===== src/inc/traffic_pkg.sv =====
// Constants, register map and pattern functions for the traffic generator and monitor
package traffic_pkg;
  localparam int          DW          = 32;
  localparam int          AW          = 8;
  localparam int          GW          = 16;
  // Register byte offsets
  localparam logic [7:0]  A_CTRL      = 8'h00;
  localparam logic [7:0]  A_SIZE      = 8'h04;
  localparam logic [7:0]  A_PKT_GAP   = 8'h08;
  localparam logic [7:0]  A_WR_GAP    = 8'h0C;
  localparam logic [7:0]  A_QUOTA     = 8'h10;
  localparam logic [7:0]  A_EXPECT    = 8'h14;
  localparam logic [7:0]  A_STATUS    = 8'h18;
  localparam logic [7:0]  A_RX_COUNT  = 8'h1C;
  localparam logic [7:0]  A_IRQ_STS   = 8'h20;
  localparam logic [7:0]  A_IRQ_MASK  = 8'h24;
  // Control bits
  localparam int          C_START     = 0;
  localparam int          C_PRIO      = 1;
  localparam int          C_INCR      = 2;
  localparam int          C_WGAP      = 3;
  localparam int          C_RX_PRIO   = 4;
  localparam int          C_RX_EN     = 5;
  localparam int          C_DCHK      = 6;
  localparam int          C_IDCHK     = 7;
  localparam int          C_FCHK      = 8;
  localparam int          CTRL_W      = 9;
  localparam logic [8:0]  CTRL_RST    = 9'h1E0;
  // Size register: byte count and error option
  localparam int          SZ_W        = 28;
  localparam logic [27:0] SIZE_MAX    = 28'hFFF_FFFF;
  localparam int          SZ_ERR      = 31;
  localparam int          GAP_MAX_LSB = 16;
  // Interrupt status bits
  localparam int          I_SENT      = 0;
  localparam int          I_QUOTA     = 1;
  localparam int          I_DATA      = 2;
  localparam int          I_ID        = 3;
  localparam int          I_FRAME     = 4;
  localparam int          I_COUNT     = 5;
  localparam int          IRQ_W       = 6;
  // Status register fields
  localparam int          S_BUSY      = 0;
  localparam int          S_IN_PKT    = 1;
  localparam int          S_REACHED   = 2;
  localparam int          S_ERR       = 3;
  localparam int          S_ID_LSB    = 8;
  // Pattern generator
  localparam logic [31:0] LFSR_POLY   = 32'h04C1_1DB7;
  localparam logic [31:0] SEED_MIX    = 32'h5A5A_5A5B;
  localparam logic [31:0] RNG_SEED    = 32'h0000_ACE1;

  typedef enum logic [2:0] {G_IDLE, G_WAIT, G_SEND, G_WGAP, G_IPG} gen_state_t;

  function automatic logic [31:0] lfsr_next(input logic [31:0] s);
    lfsr_next = {s[30:0], 1'b0} ^ (s[31] ? LFSR_POLY : 32'h0000_0000);
  endfunction

  // Never zero for any identifier, so the sequence cannot lock up
  function automatic logic [31:0] lfsr_seed(input logic [7:0] id);
    lfsr_seed = {id, id, id, id} ^ SEED_MIX;
  endfunction
endpackage


===== src/rtl/traffic_gen_mon.sv =====
// Packet traffic generator and monitor with APB control and interrupt
//
// Contract
// - Packet carries exactly the requested byte count
// - Error option raises error flag with end
// - Max equal to min means no gap
// - Priority checks available flag only first transfer
// - Alternative variant sends incrementing words
// - Incrementing first word is length; lengths grow
// - Incrementing variant stops at packet quota
// - Gap enable gates writes by random bit (incrementing variant only; data mode waits a gap drawn from wr_gap_r)
// - Monitor flags payload mismatch against pattern
// - Monitor expects identifier one above previous
// - Monitor counts packets, confirms expected count
// - Monitor reports missing start or end
// - Monitor priority mode uses flag first only
// - Identifier in first byte seeds pattern, increments
//
// Our own choices: the register addresses and the APB register port.
`timescale 1ns/1ps
`default_nettype none
module traffic_gen_mon
  import traffic_pkg::*;
(
  input  wire logic                pclk,
  input  wire logic                presetn,
  input  wire logic                psel,
  input  wire logic                penable,
  input  wire logic                pwrite,
  input  wire logic [traffic_pkg::AW-1:0] paddr,
  input  wire logic [traffic_pkg::DW-1:0] pwdata,
  output logic      [traffic_pkg::DW-1:0] prdata,
  output logic                     pready,
  output logic                     pslverr,
  output logic                     irq,
  input  wire logic                tx_dav,
  output logic                     tx_ena,
  output logic      [traffic_pkg::DW-1:0] tx_dat,
  output logic                     tx_sop,
  output logic                     tx_eop,
  output logic      [1:0]          tx_mty,
  output logic                     tx_err,
  input  wire logic                rx_dav,
  input  wire logic                rx_val,
  input  wire logic [traffic_pkg::DW-1:0] rx_dat,
  input  wire logic                rx_sop,
  input  wire logic                rx_eop,
  input  wire logic [1:0]          rx_mty,
  output logic                     rx_ena,
  output logic                     mon_err
);
  import traffic_pkg::*;

  logic [CTRL_W-1:0] ctrl_r;
  logic [31:0]       size_r;
  logic [31:0]       pkt_gap_r;
  logic [31:0]       wr_gap_r;
  logic [31:0]       quota_r;
  logic [31:0]       expect_r;
  logic [IRQ_W-1:0]  irq_sts_r;
  logic [IRQ_W-1:0]  irq_mask_r;
  logic [IRQ_W-1:0]  irq_ev;
  logic              start_r;
  logic [31:0]       rd_mux;
  logic              map_hit;
  logic              wr_en;

  gen_state_t        gst_r;
  logic [26:0]       words_left_r;
  logic [1:0]        last_mty_r;
  logic              first_r;
  logic              pkt_err_r;
  logic [7:0]        id_r;
  logic [GW-1:0]     gap_cnt_r;
  logic              run_r;
  logic [27:0]       inc_len_r;
  logic [31:0]       inc_word_r;
  logic [31:0]       sent_cnt_r;
  logic              ev_sent_r;
  logic              ev_quota_r;
  logic [31:0]       gen_st;
  logic [31:0]       rng_st;
  logic              gen_load;
  logic              gen_adv;
  logic [27:0]       cur_len;
  logic              go;

  logic              in_pkt_r;
  logic              have_id_r;
  logic [7:0]        prev_id_r;
  logic [31:0]       rx_cnt_r;
  logic              reached_r;
  logic              ev_data_r;
  logic              ev_id_r;
  logic              ev_frame_r;
  logic              ev_count_r;
  logic [31:0]       mon_st;
  logic              acc;
  logic [7:0]        rx_id;
  logic [31:0]       rx_mask;
  logic [31:0]       rx_seed;

  // Random span is the random word masked by the difference, so the draw never passes max
  function automatic logic [GW-1:0] draw(input logic [31:0] cfg, input logic [31:0] rnd);
    logic [GW-1:0] lo;
    logic [GW-1:0] hi;
    lo = cfg[GW-1:0];
    hi = cfg[GAP_MAX_LSB +: GW];
    if (hi <= lo) begin
      draw = '0;
    end else begin
      draw = lo + (rnd[GW-1:0] & (hi - lo));
    end
  endfunction

  // APB slave: answer one edge after setup, so prdata can come from a flop
  assign wr_en   = psel & penable & pready & pwrite;
  assign map_hit = (paddr[1:0] == 2'b00) && (paddr <= A_IRQ_MASK);

  always_comb begin
    rd_mux = '0;
    unique case (paddr)
      A_CTRL:     rd_mux = {{(32-CTRL_W){1'b0}}, ctrl_r};
      A_SIZE:     rd_mux = size_r;
      A_PKT_GAP:  rd_mux = pkt_gap_r;
      A_WR_GAP:   rd_mux = wr_gap_r;
      A_QUOTA:    rd_mux = quota_r;
      A_EXPECT:   rd_mux = expect_r;
      A_STATUS:   rd_mux = {16'h0000, id_r, 4'h0, mon_err, reached_r, in_pkt_r,
                            (gst_r != G_IDLE) | run_r};
      A_RX_COUNT: rd_mux = rx_cnt_r;
      A_IRQ_STS:  rd_mux = {{(32-IRQ_W){1'b0}}, irq_sts_r};
      A_IRQ_MASK: rd_mux = {{(32-IRQ_W){1'b0}}, irq_mask_r};
      default:    rd_mux = '0;
    endcase
  end

  always_ff @(posedge pclk or negedge presetn) begin
    if (!presetn) begin
      pready  <= 1'b0;
      pslverr <= 1'b0;
      prdata  <= '0;
    end else begin
      pready  <= psel & ~penable;
      pslverr <= psel & ~penable & ~map_hit;
      prdata  <= (psel & ~penable & ~pwrite) ? rd_mux : '0;
    end
  end

  always_ff @(posedge pclk or negedge presetn) begin
    if (!presetn) begin
      ctrl_r     <= CTRL_RST;
      size_r     <= '0;
      pkt_gap_r  <= '0;
      wr_gap_r   <= '0;
      quota_r    <= '0;
      expect_r   <= '0;
      irq_mask_r <= '0;
      start_r    <= 1'b0;
    end else begin
      start_r <= 1'b0;
      if (wr_en) begin
        unique case (paddr)
          A_CTRL: begin
            ctrl_r  <= pwdata[CTRL_W-1:0] & ~(CTRL_W'(1) << C_START);
            start_r <= pwdata[C_START];
          end
          A_SIZE:     size_r     <= {pwdata[SZ_ERR], 3'b000, pwdata[SZ_W-1:0] & SIZE_MAX};
          A_PKT_GAP:  pkt_gap_r  <= pwdata;
          A_WR_GAP:   wr_gap_r   <= pwdata;
          A_QUOTA:    quota_r    <= pwdata;
          A_EXPECT:   expect_r   <= pwdata;
          A_IRQ_MASK: irq_mask_r <= pwdata[IRQ_W-1:0];
          default:    ;
        endcase
      end
    end
  end

  // Interrupt: sticky status, write one to clear, a new event beats the clear
  assign irq_ev = {ev_count_r, ev_frame_r, ev_id_r, ev_data_r, ev_quota_r, ev_sent_r};

  always_ff @(posedge pclk or negedge presetn) begin
    if (!presetn) begin
      irq_sts_r <= '0;
      irq       <= 1'b0;
    end else begin
      irq_sts_r <= (irq_sts_r & ~((wr_en && paddr == A_IRQ_STS) ? pwdata[IRQ_W-1:0] : '0))
                   | irq_ev;
      irq       <= |(irq_sts_r & irq_mask_r);
    end
  end

  // Generator
  assign cur_len  = ctrl_r[C_INCR] ? inc_len_r : size_r[SZ_W-1:0];
  // Incrementing runs launch from run_r only, so a stale length never goes out
  assign gen_load = (gst_r == G_IDLE) && (ctrl_r[C_INCR] ? run_r : start_r)
                    && (cur_len != '0);
  assign gen_adv  = (gst_r == G_WAIT) && go;
  // Priority port ignores the available flag after the first word of a packet
  assign go       = (tx_dav || (ctrl_r[C_PRIO] && !first_r))
                    && !(ctrl_r[C_INCR] && ctrl_r[C_WGAP] && !rng_st[0]);

  prbs_word u_gen_pat (
    .pclk    (pclk),
    .presetn (presetn),
    .load    (gen_load),
    .seed    (lfsr_seed(id_r)),
    .adv     (gen_adv),
    .state   (gen_st)
  );

  prbs_word u_rng (
    .pclk    (pclk),
    .presetn (presetn),
    .load    (1'b0),
    .seed    (RNG_SEED),
    .adv     (1'b1),
    .state   (rng_st)
  );

  always_ff @(posedge pclk or negedge presetn) begin
    if (!presetn) begin
      gst_r        <= G_IDLE;
      words_left_r <= '0;
      last_mty_r   <= '0;
      first_r      <= 1'b0;
      pkt_err_r    <= 1'b0;
      gap_cnt_r    <= '0;
      tx_ena       <= 1'b0;
      tx_dat       <= '0;
      tx_sop       <= 1'b0;
      tx_eop       <= 1'b0;
      tx_mty       <= '0;
      tx_err       <= 1'b0;
      inc_word_r   <= '0;
      ev_sent_r    <= 1'b0;
    end else begin
      tx_ena    <= 1'b0;
      ev_sent_r <= 1'b0;
      unique case (gst_r)
        G_IDLE: begin
          if (gen_load) begin
            words_left_r <= 27'(({2'b00, cur_len} + 30'h000_0003) >> 2);
            last_mty_r   <= 2'(3'd4 - {1'b0, cur_len[1:0]});
            pkt_err_r    <= size_r[SZ_ERR];
            first_r      <= 1'b1;
            inc_word_r   <= 32'h0000_0001;
            gst_r        <= G_WAIT;
          end
        end
        G_WAIT: begin
          if (go) begin
            tx_ena <= 1'b1;
            tx_sop <= first_r;
            tx_eop <= (words_left_r == 27'h000_0001);
            tx_mty <= (words_left_r == 27'h000_0001) ? last_mty_r : 2'b00;
            tx_err <= (words_left_r == 27'h000_0001) & pkt_err_r;
            if (ctrl_r[C_INCR]) begin
              tx_dat     <= first_r ? {4'h0, cur_len} : inc_word_r;
              inc_word_r <= first_r ? inc_word_r : inc_word_r + 32'h0000_0001;
            end else begin
              tx_dat <= first_r ? {id_r, gen_st[23:0]} : gen_st;
            end
            first_r      <= 1'b0;
            words_left_r <= words_left_r - 27'h000_0001;
            gst_r        <= G_SEND;
          end
        end
        G_SEND: begin
          if (words_left_r == '0) begin
            ev_sent_r <= 1'b1;
            gap_cnt_r <= draw(pkt_gap_r, rng_st);
            gst_r     <= G_IPG;
          end else if (ctrl_r[C_WGAP] && !ctrl_r[C_INCR]) begin
            gap_cnt_r <= draw(wr_gap_r, rng_st);
            gst_r     <= G_WGAP;
          end else begin
            gst_r <= G_WAIT;
          end
        end
        G_WGAP: begin
          if (gap_cnt_r == '0) begin
            gst_r <= G_WAIT;
          end else begin
            gap_cnt_r <= gap_cnt_r - GW'(1);
          end
        end
        G_IPG: begin
          if (gap_cnt_r == '0) begin
            gst_r <= G_IDLE;
          end else begin
            gap_cnt_r <= gap_cnt_r - GW'(1);
          end
        end
      endcase
    end
  end

  // Identifier, length growth and quota of the incrementing variant
  always_ff @(posedge pclk or negedge presetn) begin
    if (!presetn) begin
      id_r       <= '0;
      run_r      <= 1'b0;
      inc_len_r  <= '0;
      sent_cnt_r <= '0;
      ev_quota_r <= 1'b0;
    end else begin
      ev_quota_r <= 1'b0;
      if (ev_sent_r) begin
        id_r <= id_r + 8'h01;
      end
      if (start_r && ctrl_r[C_INCR] && gst_r == G_IDLE) begin
        run_r      <= (quota_r != '0);
        inc_len_r  <= size_r[SZ_W-1:0];
        sent_cnt_r <= '0;
      end else if (ev_sent_r && run_r) begin
        inc_len_r  <= inc_len_r + 28'h000_0001;
        sent_cnt_r <= sent_cnt_r + 32'h0000_0001;
        if (sent_cnt_r + 32'h0000_0001 == quota_r) begin
          run_r      <= 1'b0;
          ev_quota_r <= 1'b1;
        end
      end
    end
  end

  // Monitor: a word is taken when the read request was high and data is valid
  assign acc     = rx_ena & rx_val;
  assign rx_id   = rx_dat[31:24];
  assign rx_mask = rx_eop ? (32'hFFFF_FFFF << {rx_mty, 3'b000}) : 32'hFFFF_FFFF;
  assign rx_seed = lfsr_seed(rx_id);

  prbs_word u_mon_pat (
    .pclk    (pclk),
    .presetn (presetn),
    .load    (acc & rx_sop),
    .seed    (lfsr_next(rx_seed)),
    .adv     (acc & ~rx_sop & in_pkt_r),
    .state   (mon_st)
  );

  always_ff @(posedge pclk or negedge presetn) begin
    if (!presetn) begin
      rx_ena     <= 1'b0;
      in_pkt_r   <= 1'b0;
      have_id_r  <= 1'b0;
      prev_id_r  <= '0;
      rx_cnt_r   <= '0;
      reached_r  <= 1'b0;
      ev_data_r  <= 1'b0;
      ev_id_r    <= 1'b0;
      ev_frame_r <= 1'b0;
      ev_count_r <= 1'b0;
      mon_err    <= 1'b0;
    end else begin
      // Inside a packet the priority reader keeps pulling whatever the flag says
      rx_ena     <= ctrl_r[C_RX_EN] & (rx_dav | (ctrl_r[C_RX_PRIO] & in_pkt_r));
      ev_data_r  <= 1'b0;
      ev_id_r    <= 1'b0;
      ev_frame_r <= 1'b0;
      ev_count_r <= 1'b0;
      if (acc) begin
        if (rx_sop) begin
          in_pkt_r  <= ~rx_eop;
          have_id_r <= 1'b1;
          prev_id_r <= rx_id;
          ev_frame_r <= in_pkt_r & ctrl_r[C_FCHK];
          ev_id_r   <= have_id_r & ctrl_r[C_IDCHK] & (rx_id != prev_id_r + 8'h01);
          ev_data_r <= ctrl_r[C_DCHK]
                       & ((rx_dat[23:0] & rx_mask[23:0])
                          != (rx_seed[23:0] & rx_mask[23:0]));
        end else if (!in_pkt_r) begin
          ev_frame_r <= ctrl_r[C_FCHK];
        end else begin
          in_pkt_r  <= ~rx_eop;
          ev_data_r <= ctrl_r[C_DCHK] & ((rx_dat & rx_mask) != (mon_st & rx_mask));
        end
        if (rx_eop && (rx_sop || in_pkt_r)) begin
          rx_cnt_r <= rx_cnt_r + 32'h0000_0001;
          if (rx_cnt_r + 32'h0000_0001 == expect_r) begin
            reached_r  <= 1'b1;
            ev_count_r <= 1'b1;
          end
        end
      end
      if (ev_data_r | ev_id_r | ev_frame_r) begin
        mon_err <= 1'b1;
      end
    end
  end
endmodule
`default_nettype wire


===== src/rtl/prbs_word.sv =====
// Loadable 32-bit pattern register stepping one word per advance
`timescale 1ns/1ps
`default_nettype none
module prbs_word
  import traffic_pkg::*;
(
  input  wire logic        pclk,
  input  wire logic        presetn,
  input  wire logic        load,
  input  wire logic [31:0] seed,
  input  wire logic        adv,
  output logic      [31:0] state
);
  always_ff @(posedge pclk or negedge presetn) begin
    if (!presetn) begin
      state <= RNG_SEED;
    end else if (load) begin
      state <= seed;
    end else if (adv) begin
      state <= lfsr_next(state);
    end
  end
endmodule
`default_nettype wire


===== config.mk =====
export PLATFORM = sky130hd
export DESIGN_NAME = traffic_gen_mon
export DESIGN_NICKNAME = d
export VERILOG_FILES = /design/src/inc/traffic_pkg.sv /design/src/rtl/traffic_gen_mon.sv /design/src/rtl/prbs_word.sv
export SDC_FILE = /design/constraint.sdc
export NUM_CORES = 1
export LEC_CHECK = 0
export BUFFER_PORTS_ARGS = -buffer_cell sky130_fd_sc_hd__buf_2
export CAP_MARGIN = 20
export CELL_PAD_IN_SITES_DETAIL_PLACEMENT = 1
export CELL_PAD_IN_SITES_GLOBAL_PLACEMENT = 1
export CORE_ASPECT_RATIO = 1.5
export CORE_MARGIN = 1.5
export CORE_UTILIZATION = 35
export CTS_CLUSTER_SIZE = 10
export DETAILED_ROUTE_END_ITERATION = 16
export PLACE_DENSITY_LB_ADDON = 0.3
export SETUP_SLACK_MARGIN = 0.5
export SYNTH_ARGS = -nofsm -noshare
export SYNTH_HDL_FRONTEND = slang
export SYNTH_SLANG_ARGS = --single-unit

===== constraint.sdc =====
create_clock -name pclk -period 5.95 [get_ports pclk]
set_clock_uncertainty 0.1 [all_clocks]
set_input_delay 0.2975 -clock pclk [delete_from_list [all_inputs] [get_ports pclk]]
set_output_delay 0.2975 -clock pclk [all_outputs]
set_load 0.01 [all_outputs]

==> impl_table.tex <==
\begin{tabular}{lr}
\hline
Metric & Value \\
\hline
\multicolumn{2}{l}{\textbf{Run status}} \\
\quad Status & complete, but fails checks \\
\quad Failing checks & max-slew violations \\
\multicolumn{2}{l}{\textbf{Clock tree}} \\
\quad Maximum count of clock buffers along a single path & 3 \\
\quad TritonCTS Sinks & 549 \\
\quad CTS H-tree lvls & 3 \\
\quad Worst skew pair latency & 0.66 ns \\
\quad Clock-pin transition on the worst setup and hold timing paths & 0.06 ns \\
\quad Cell at the root of the clock tree & clkbuf\_16 \\
\quad Cts bufs inserted & 67 \\
\quad TritonCTS clock tree & yes \\
\quad Setup repair bufs after CTS & 0 \\
\multicolumn{2}{l}{\textbf{Yosys}} \\
\quad Post-Synth XOR/XNOR Area & 0.101 \\
\quad Leading area contributor after synthesis & dfrtp\_1 \\
\quad Main synth FF type & dfrtp\_1 \\
\quad Simple-gate share of the synthesized area & 0.168 \\
\quad Compound-Gate Fraction of Synth Area & 0.155 \\
\quad Cell Area, Synth & 32100 um\^{}2 \\
\quad Count leader, synth & dfrtp\_1 \\
\quad Combinational family with the most area after synthesis & simple AND/OR/NAND/NOR gates \\
\quad Unique masters post-synth & 89 \\
\quad Cell types with the largest area share after synthesis & dfrtp\_1, mux2\_2, xnor2\_1 \\
\quad Adder-cell area share of the yosys netlist & 0.0304 \\
\quad Post-synthesis async set-or-reset flop share & 1.00 \\
\quad Syn Nets & 3596 \\
\quad Flip-flop and latch count after synthesis & 549 \\
\quad Sequential fraction of the synthesis area & 0.429 \\
\quad Portion of synthesized cell area occupied by the leading cell type & 0.406 \\
\quad Average cell area after synthesis & 9.34 um\^{}2 \\
\quad Number of enable flip-flop cells after synthesis & 0 \\
\quad Total number of yosys warnings & 0 \\
\quad Count of mapped cells out of synthesis & 3438 \\
\quad Share of synthesized area spent on multiplexers & 0.0829 \\
\quad Synth top cells by count & dfrtp\_1, nand2\_1, nor2\_1 \\
\multicolumn{2}{l}{\textbf{Timing}} \\
\quad Final critical-path required period & 5.13 ns \\
\quad Setup\_tns & 0 ns \\
\quad RSZ-0062 raised after global routing & false \\
\quad Total of endpoints with negative setup slack in the final report & 0 \\
\quad Worst max-slew margin expressed relative to the limit & -0.0240 \\
\quad Slew at the pin closest to its max-slew limit & 1.54 ns \\
\quad Final Hold Slack & 0.0641 ns \\
\quad Number of pins with negative max-slew slack in the final report & 1 \\
\quad Number of hold violations in the final report & 0 \\
\quad Fmax & 195 MHz \\
\quad Period utilisation layout & 0.862 \\
\multicolumn{2}{l}{\textbf{Pwr}} \\
\quad Cell leakage power & 0.0161 uW \\
\quad Internal power contribution & 6880 uW \\
\quad Part of the total power dissipated in combinational logic & 0.161 \\
\quad Maximum vdd drop & 0.204 mV \\
\quad Power per unit of standard cell area & 270 nW/um\^{}2 \\
\quad Part of the power in registers & 0.442 \\
\quad Reported net switching power & 2970 uW \\
\quad Switching Fraction & 0.301 \\
\quad Power share of the clock group & 0.397 \\
\quad Post-layout total power & 9850 uW \\
\multicolumn{2}{l}{\textbf{Routing}} \\
\quad Antenna-violating nets left & 0 \\
\quad Via density & 5.86 \\
\quad Total Routed Length & 124 mm \\
\quad Detailed Route Iter0 Violations & 1849 \\
\quad DRT Pass-1 Iters & 10 \\
\quad Count of unresolved DRC violations after routing & 0 \\
\quad Routed via count & 27900 \\
\quad Wire length per cell after detailed routing & 26.0 um \\
\multicolumn{2}{l}{\textbf{Layout}} \\
\quad Final design area excluding fillers & 36500 um\^{}2 \\
\quad Fraction of final layout cells sized beyond drive strength 1 & 0.144 \\
\quad Filler cells & 10300 \\
\quad Number of nets in the layout & 3710 \\
\quad Synthesis-to-layout area growth & 13.7\% \\
\multicolumn{2}{l}{\textbf{GRT}} \\
\quad Grt peak-use layer & met2 \\
\quad Initial antenna violation count & 8 \\
\quad GRT met3 Usage & 0.0397 \\
\quad Global-route wire length before repair & 187 mm \\
\quad GRT Util Overall & 0.264 \\
\quad Overall overflow remaining after global route & 0 \\
\quad Global Route met1 Usage & 0.301 \\
\quad Maximum number of pins on one net before global-route repair & 160 \\
\quad Vias in the first global route & 29100 \\
\quad Met2 global-route usage & 0.456 \\
\multicolumn{2}{l}{\textbf{Flow run}} \\
\quad Max-cap check violation count & 0 \\
\multicolumn{2}{l}{\textbf{Floorplan}} \\
\quad Number of primary I/O pins & 159 \\
\quad Chip width & 250 um \\
\quad Effective utilization at floorplan & 0.354 \\
\quad Core Region & 90700 um\^{}2 \\
\quad Die ar. & 93700 um\^{}2 \\
\quad Die Y-Extent & 374 um \\
\quad Number of placement rows & 135 \\
\multicolumn{2}{l}{\textbf{Worst setup path}} \\
\quad Worst setup EP type & register \\
\quad Element type at the critical path start & register \\
\quad Most numerous cell on the critical path & ha\_1 \\
\quad Endpoint required time on the critical path & 6.38 ns \\
\quad Highest net fanout along the worst path & 6 \\
\quad Cell breakdown of the critical path & inv\_1 -> ha\_1 -> nor2b\_1 -> o31ai\_1 -> nand2b\_1 -> a21oi\_1 -> xnor2\_1 -> and2\_1 -> ha\_1 -> nand3\_1 -> a2111oi\_0 -> or4b\_2 -> o311ai\_0 -> o21ai\_0 -> a31oi\_1 -> xor2\_1 -> a221oi\_1 -> nor2\_1 \\
\quad CP peak stage delay & 0.85 ns \\
\quad Slowest stage cell, crit path & a2111oi\_0 \\
\quad Arrival @ worst endpoint & 5.56 ns \\
\quad Kind of critical path & reg -> reg \\
\multicolumn{2}{l}{\textbf{Placed design}} \\
\quad Dpl cell area & 34000 um\^{}2 \\
\quad Port Buffer Count & 158 \\
\quad DPL Wire Length & 92.5 mm \\
\quad Final estimated routing congestion in global placement & 0.919 \\
\multicolumn{2}{l}{\textbf{Hold path}} \\
\quad Class of the tightest hold or removal check & in -> reg \\
\hline
\end{tabular}
[layout by cell type (no fill, tap or decap), types with 25 or more instances in the layout]
| cell type | synthesis | final |
|---|---|---|
| nand4_1 | 54 | 54 |
| a21oi_1 | 210 | 210 |
| ha_1 | 70 | 70 |
| buf_4 | 0 | 44 |
| a31oi_1 | 54 | 54 |
| mux2i_1 | 77 | 77 |
| nor2_1 | 238 | 234 |
| xnor2_1 | 204 | 204 |
| dlygate4sd3_1 | 0 | 48 |
| clkbuf_16 | 0 | 68 |
| o21ai_0 | 230 | 230 |
| nor2b_1 | 25 | 25 |
| a22oi_1 | 47 | 47 |
| xor2_1 | 166 | 166 |
| mux2_2 | 160 | 160 |
| nor4_1 | 43 | 43 |
| inv_1 | 70 | 70 |
| nor3_1 | 77 | 75 |
| buf_2 | 18 | 157 |
| clkbuf_1 | 155 | 30 |
| o22ai_1 | 46 | 46 |
| dfstp_2 | 28 | 28 |
| dfrtp_1 | 521 | 519 |
| nand3_1 | 93 | 93 |
| a221oi_1 | 27 | 27 |
| a21o_1 | 30 | 30 |
| and3_1 | 32 | 32 |
| nand2_1 | 392 | 392 |
| and2_1 | 39 | 38 |
| or3_1 | 37 | 37 |
[final timing paths]
path                                           start                   endpoint  slack, ns  cells past startpoint
max                         pkt_gap_r[1]$_DFFE_PN0P_  gap_cnt_r[15]$_DFFE_PN0P_       0.82                     18
min                                       pwdata[18]     size_r[18]$_DFFE_PN0P_       0.06                      2
max reg2reg                 pkt_gap_r[1]$_DFFE_PN0P_  gap_cnt_r[15]$_DFFE_PN0P_       0.82                     18
min reg2reg                u_rng.state[29]$_DFF_PN0_  u_rng.state[30]$_DFF_PN0_       0.25                      0
max in group asynchronous                    presetn     tx_dat[10]$_DFFE_PN0P_       3.94                      3
min in group asynchronous                    presetn  u_rng.state[21]$_DFF_PN0_       0.26                      2
[power groups by stage]
stage | registers (uW) | clock network [uW] | logic [uW]
3_5_place_dp | 4420 | 0 | 1570
3_3_place_gp | 4400 | 0 | 1530
5_1_grt | 4400 | 4140 | 1780
4_1_cts | 4350 | 4010 | 1600
2_1_floorplan | 4360 | 0 | 987
6_report | 4350 | 3910 | 1580
[routing by layer]
metal | part of all wire | up-vias
li1 | - | 12500
met1 | 0.39 | 14200
met2 | 0.49 | 844
met3 | 0.046 | 309
met4 | 0.073 | 2
met5 | 0.000089 | -
[flip-flops by register name, indices dropped and copies added, names as in the netlist, 6 cells and up]
name             count
pkt_gap_r           32
gap_cnt_r           16
ctrl_r               8
tx_dat              32
rx_cnt_r            32
wr_gap_r            32
inc_len_r           28
u_gen_pat.state     32
irq_mask_r           6
id_r                 8
inc_word_r          32
size_r              29
prdata              32
sent_cnt_r          32
irq_sts_r            6
expect_r            32
words_left_r        27
u_mon_pat.state     32
quota_r             32
u_rng.state         32
prev_id_r            8
[worst max-delay path: cells and delay by family (launching register included)]
kind / cells / cell delay [ns]
AO/OA/AOI/OAI: 7 / 2.57
buffers and inverters: 1 / 0.09
XOR/XNOR: 2 / 0.23
flip-flops: 1 / 0.51
adder cells (fa/ha/maj): 2 / 0.68
AND/OR/NAND/NOR: 6 / 0.84
[final cells by class]
class	instances	area (um^2)	share of cell area
clock buffers	103	1880	0.0516
flip-flops and latches	549	13800	0.377
inverters	72	270	0.00740
well taps	1164	1460	0.0399
multi-input cells	2608	17300	0.474
diodes	3	7.51	0.000206
clock inverters	8	105	0.00288
repair buffers	254	1700	0.0465
[logic make-up (layout without fill, tap and decap cells)]
logic type                 count (synthesis)  count (layout)
adders and majority gates                 76              76
and+or+nand+nor                         1126            1126
buffers and inverters                    281             437
other                                      0               3
AOI/OAI and AO/OA                        795             795
DFF                                      549             549
muxes                                    241             241
xor gates and xnor gates                 370             370
[timing repair]
| item | in CTS | in global routing |
|---|---|---|
| endpoints found under the setup margin | 0 | 0 |
| endpoints found under the hold margin | 234 | 0 |
| hold buffers | 48 | 0 |
| gates resized for setup | 0 | 0 |
[through the flow]
step / setup slack [ns] / instances / utilization
5_1_grt: 0.519 / 4758 / 0.402
4_1_cts: 0.849 / 4756 / 0.402
6_report: 0.821 / 4761 / 0.403
3_5_place_dp: 0.858 / 4597 / 0.375
3_3_place_gp: 0.892 / 4597 / 0.375
2_1_floorplan: 1.51 / 3438 / -
Power figures use the tool's default switching activity.
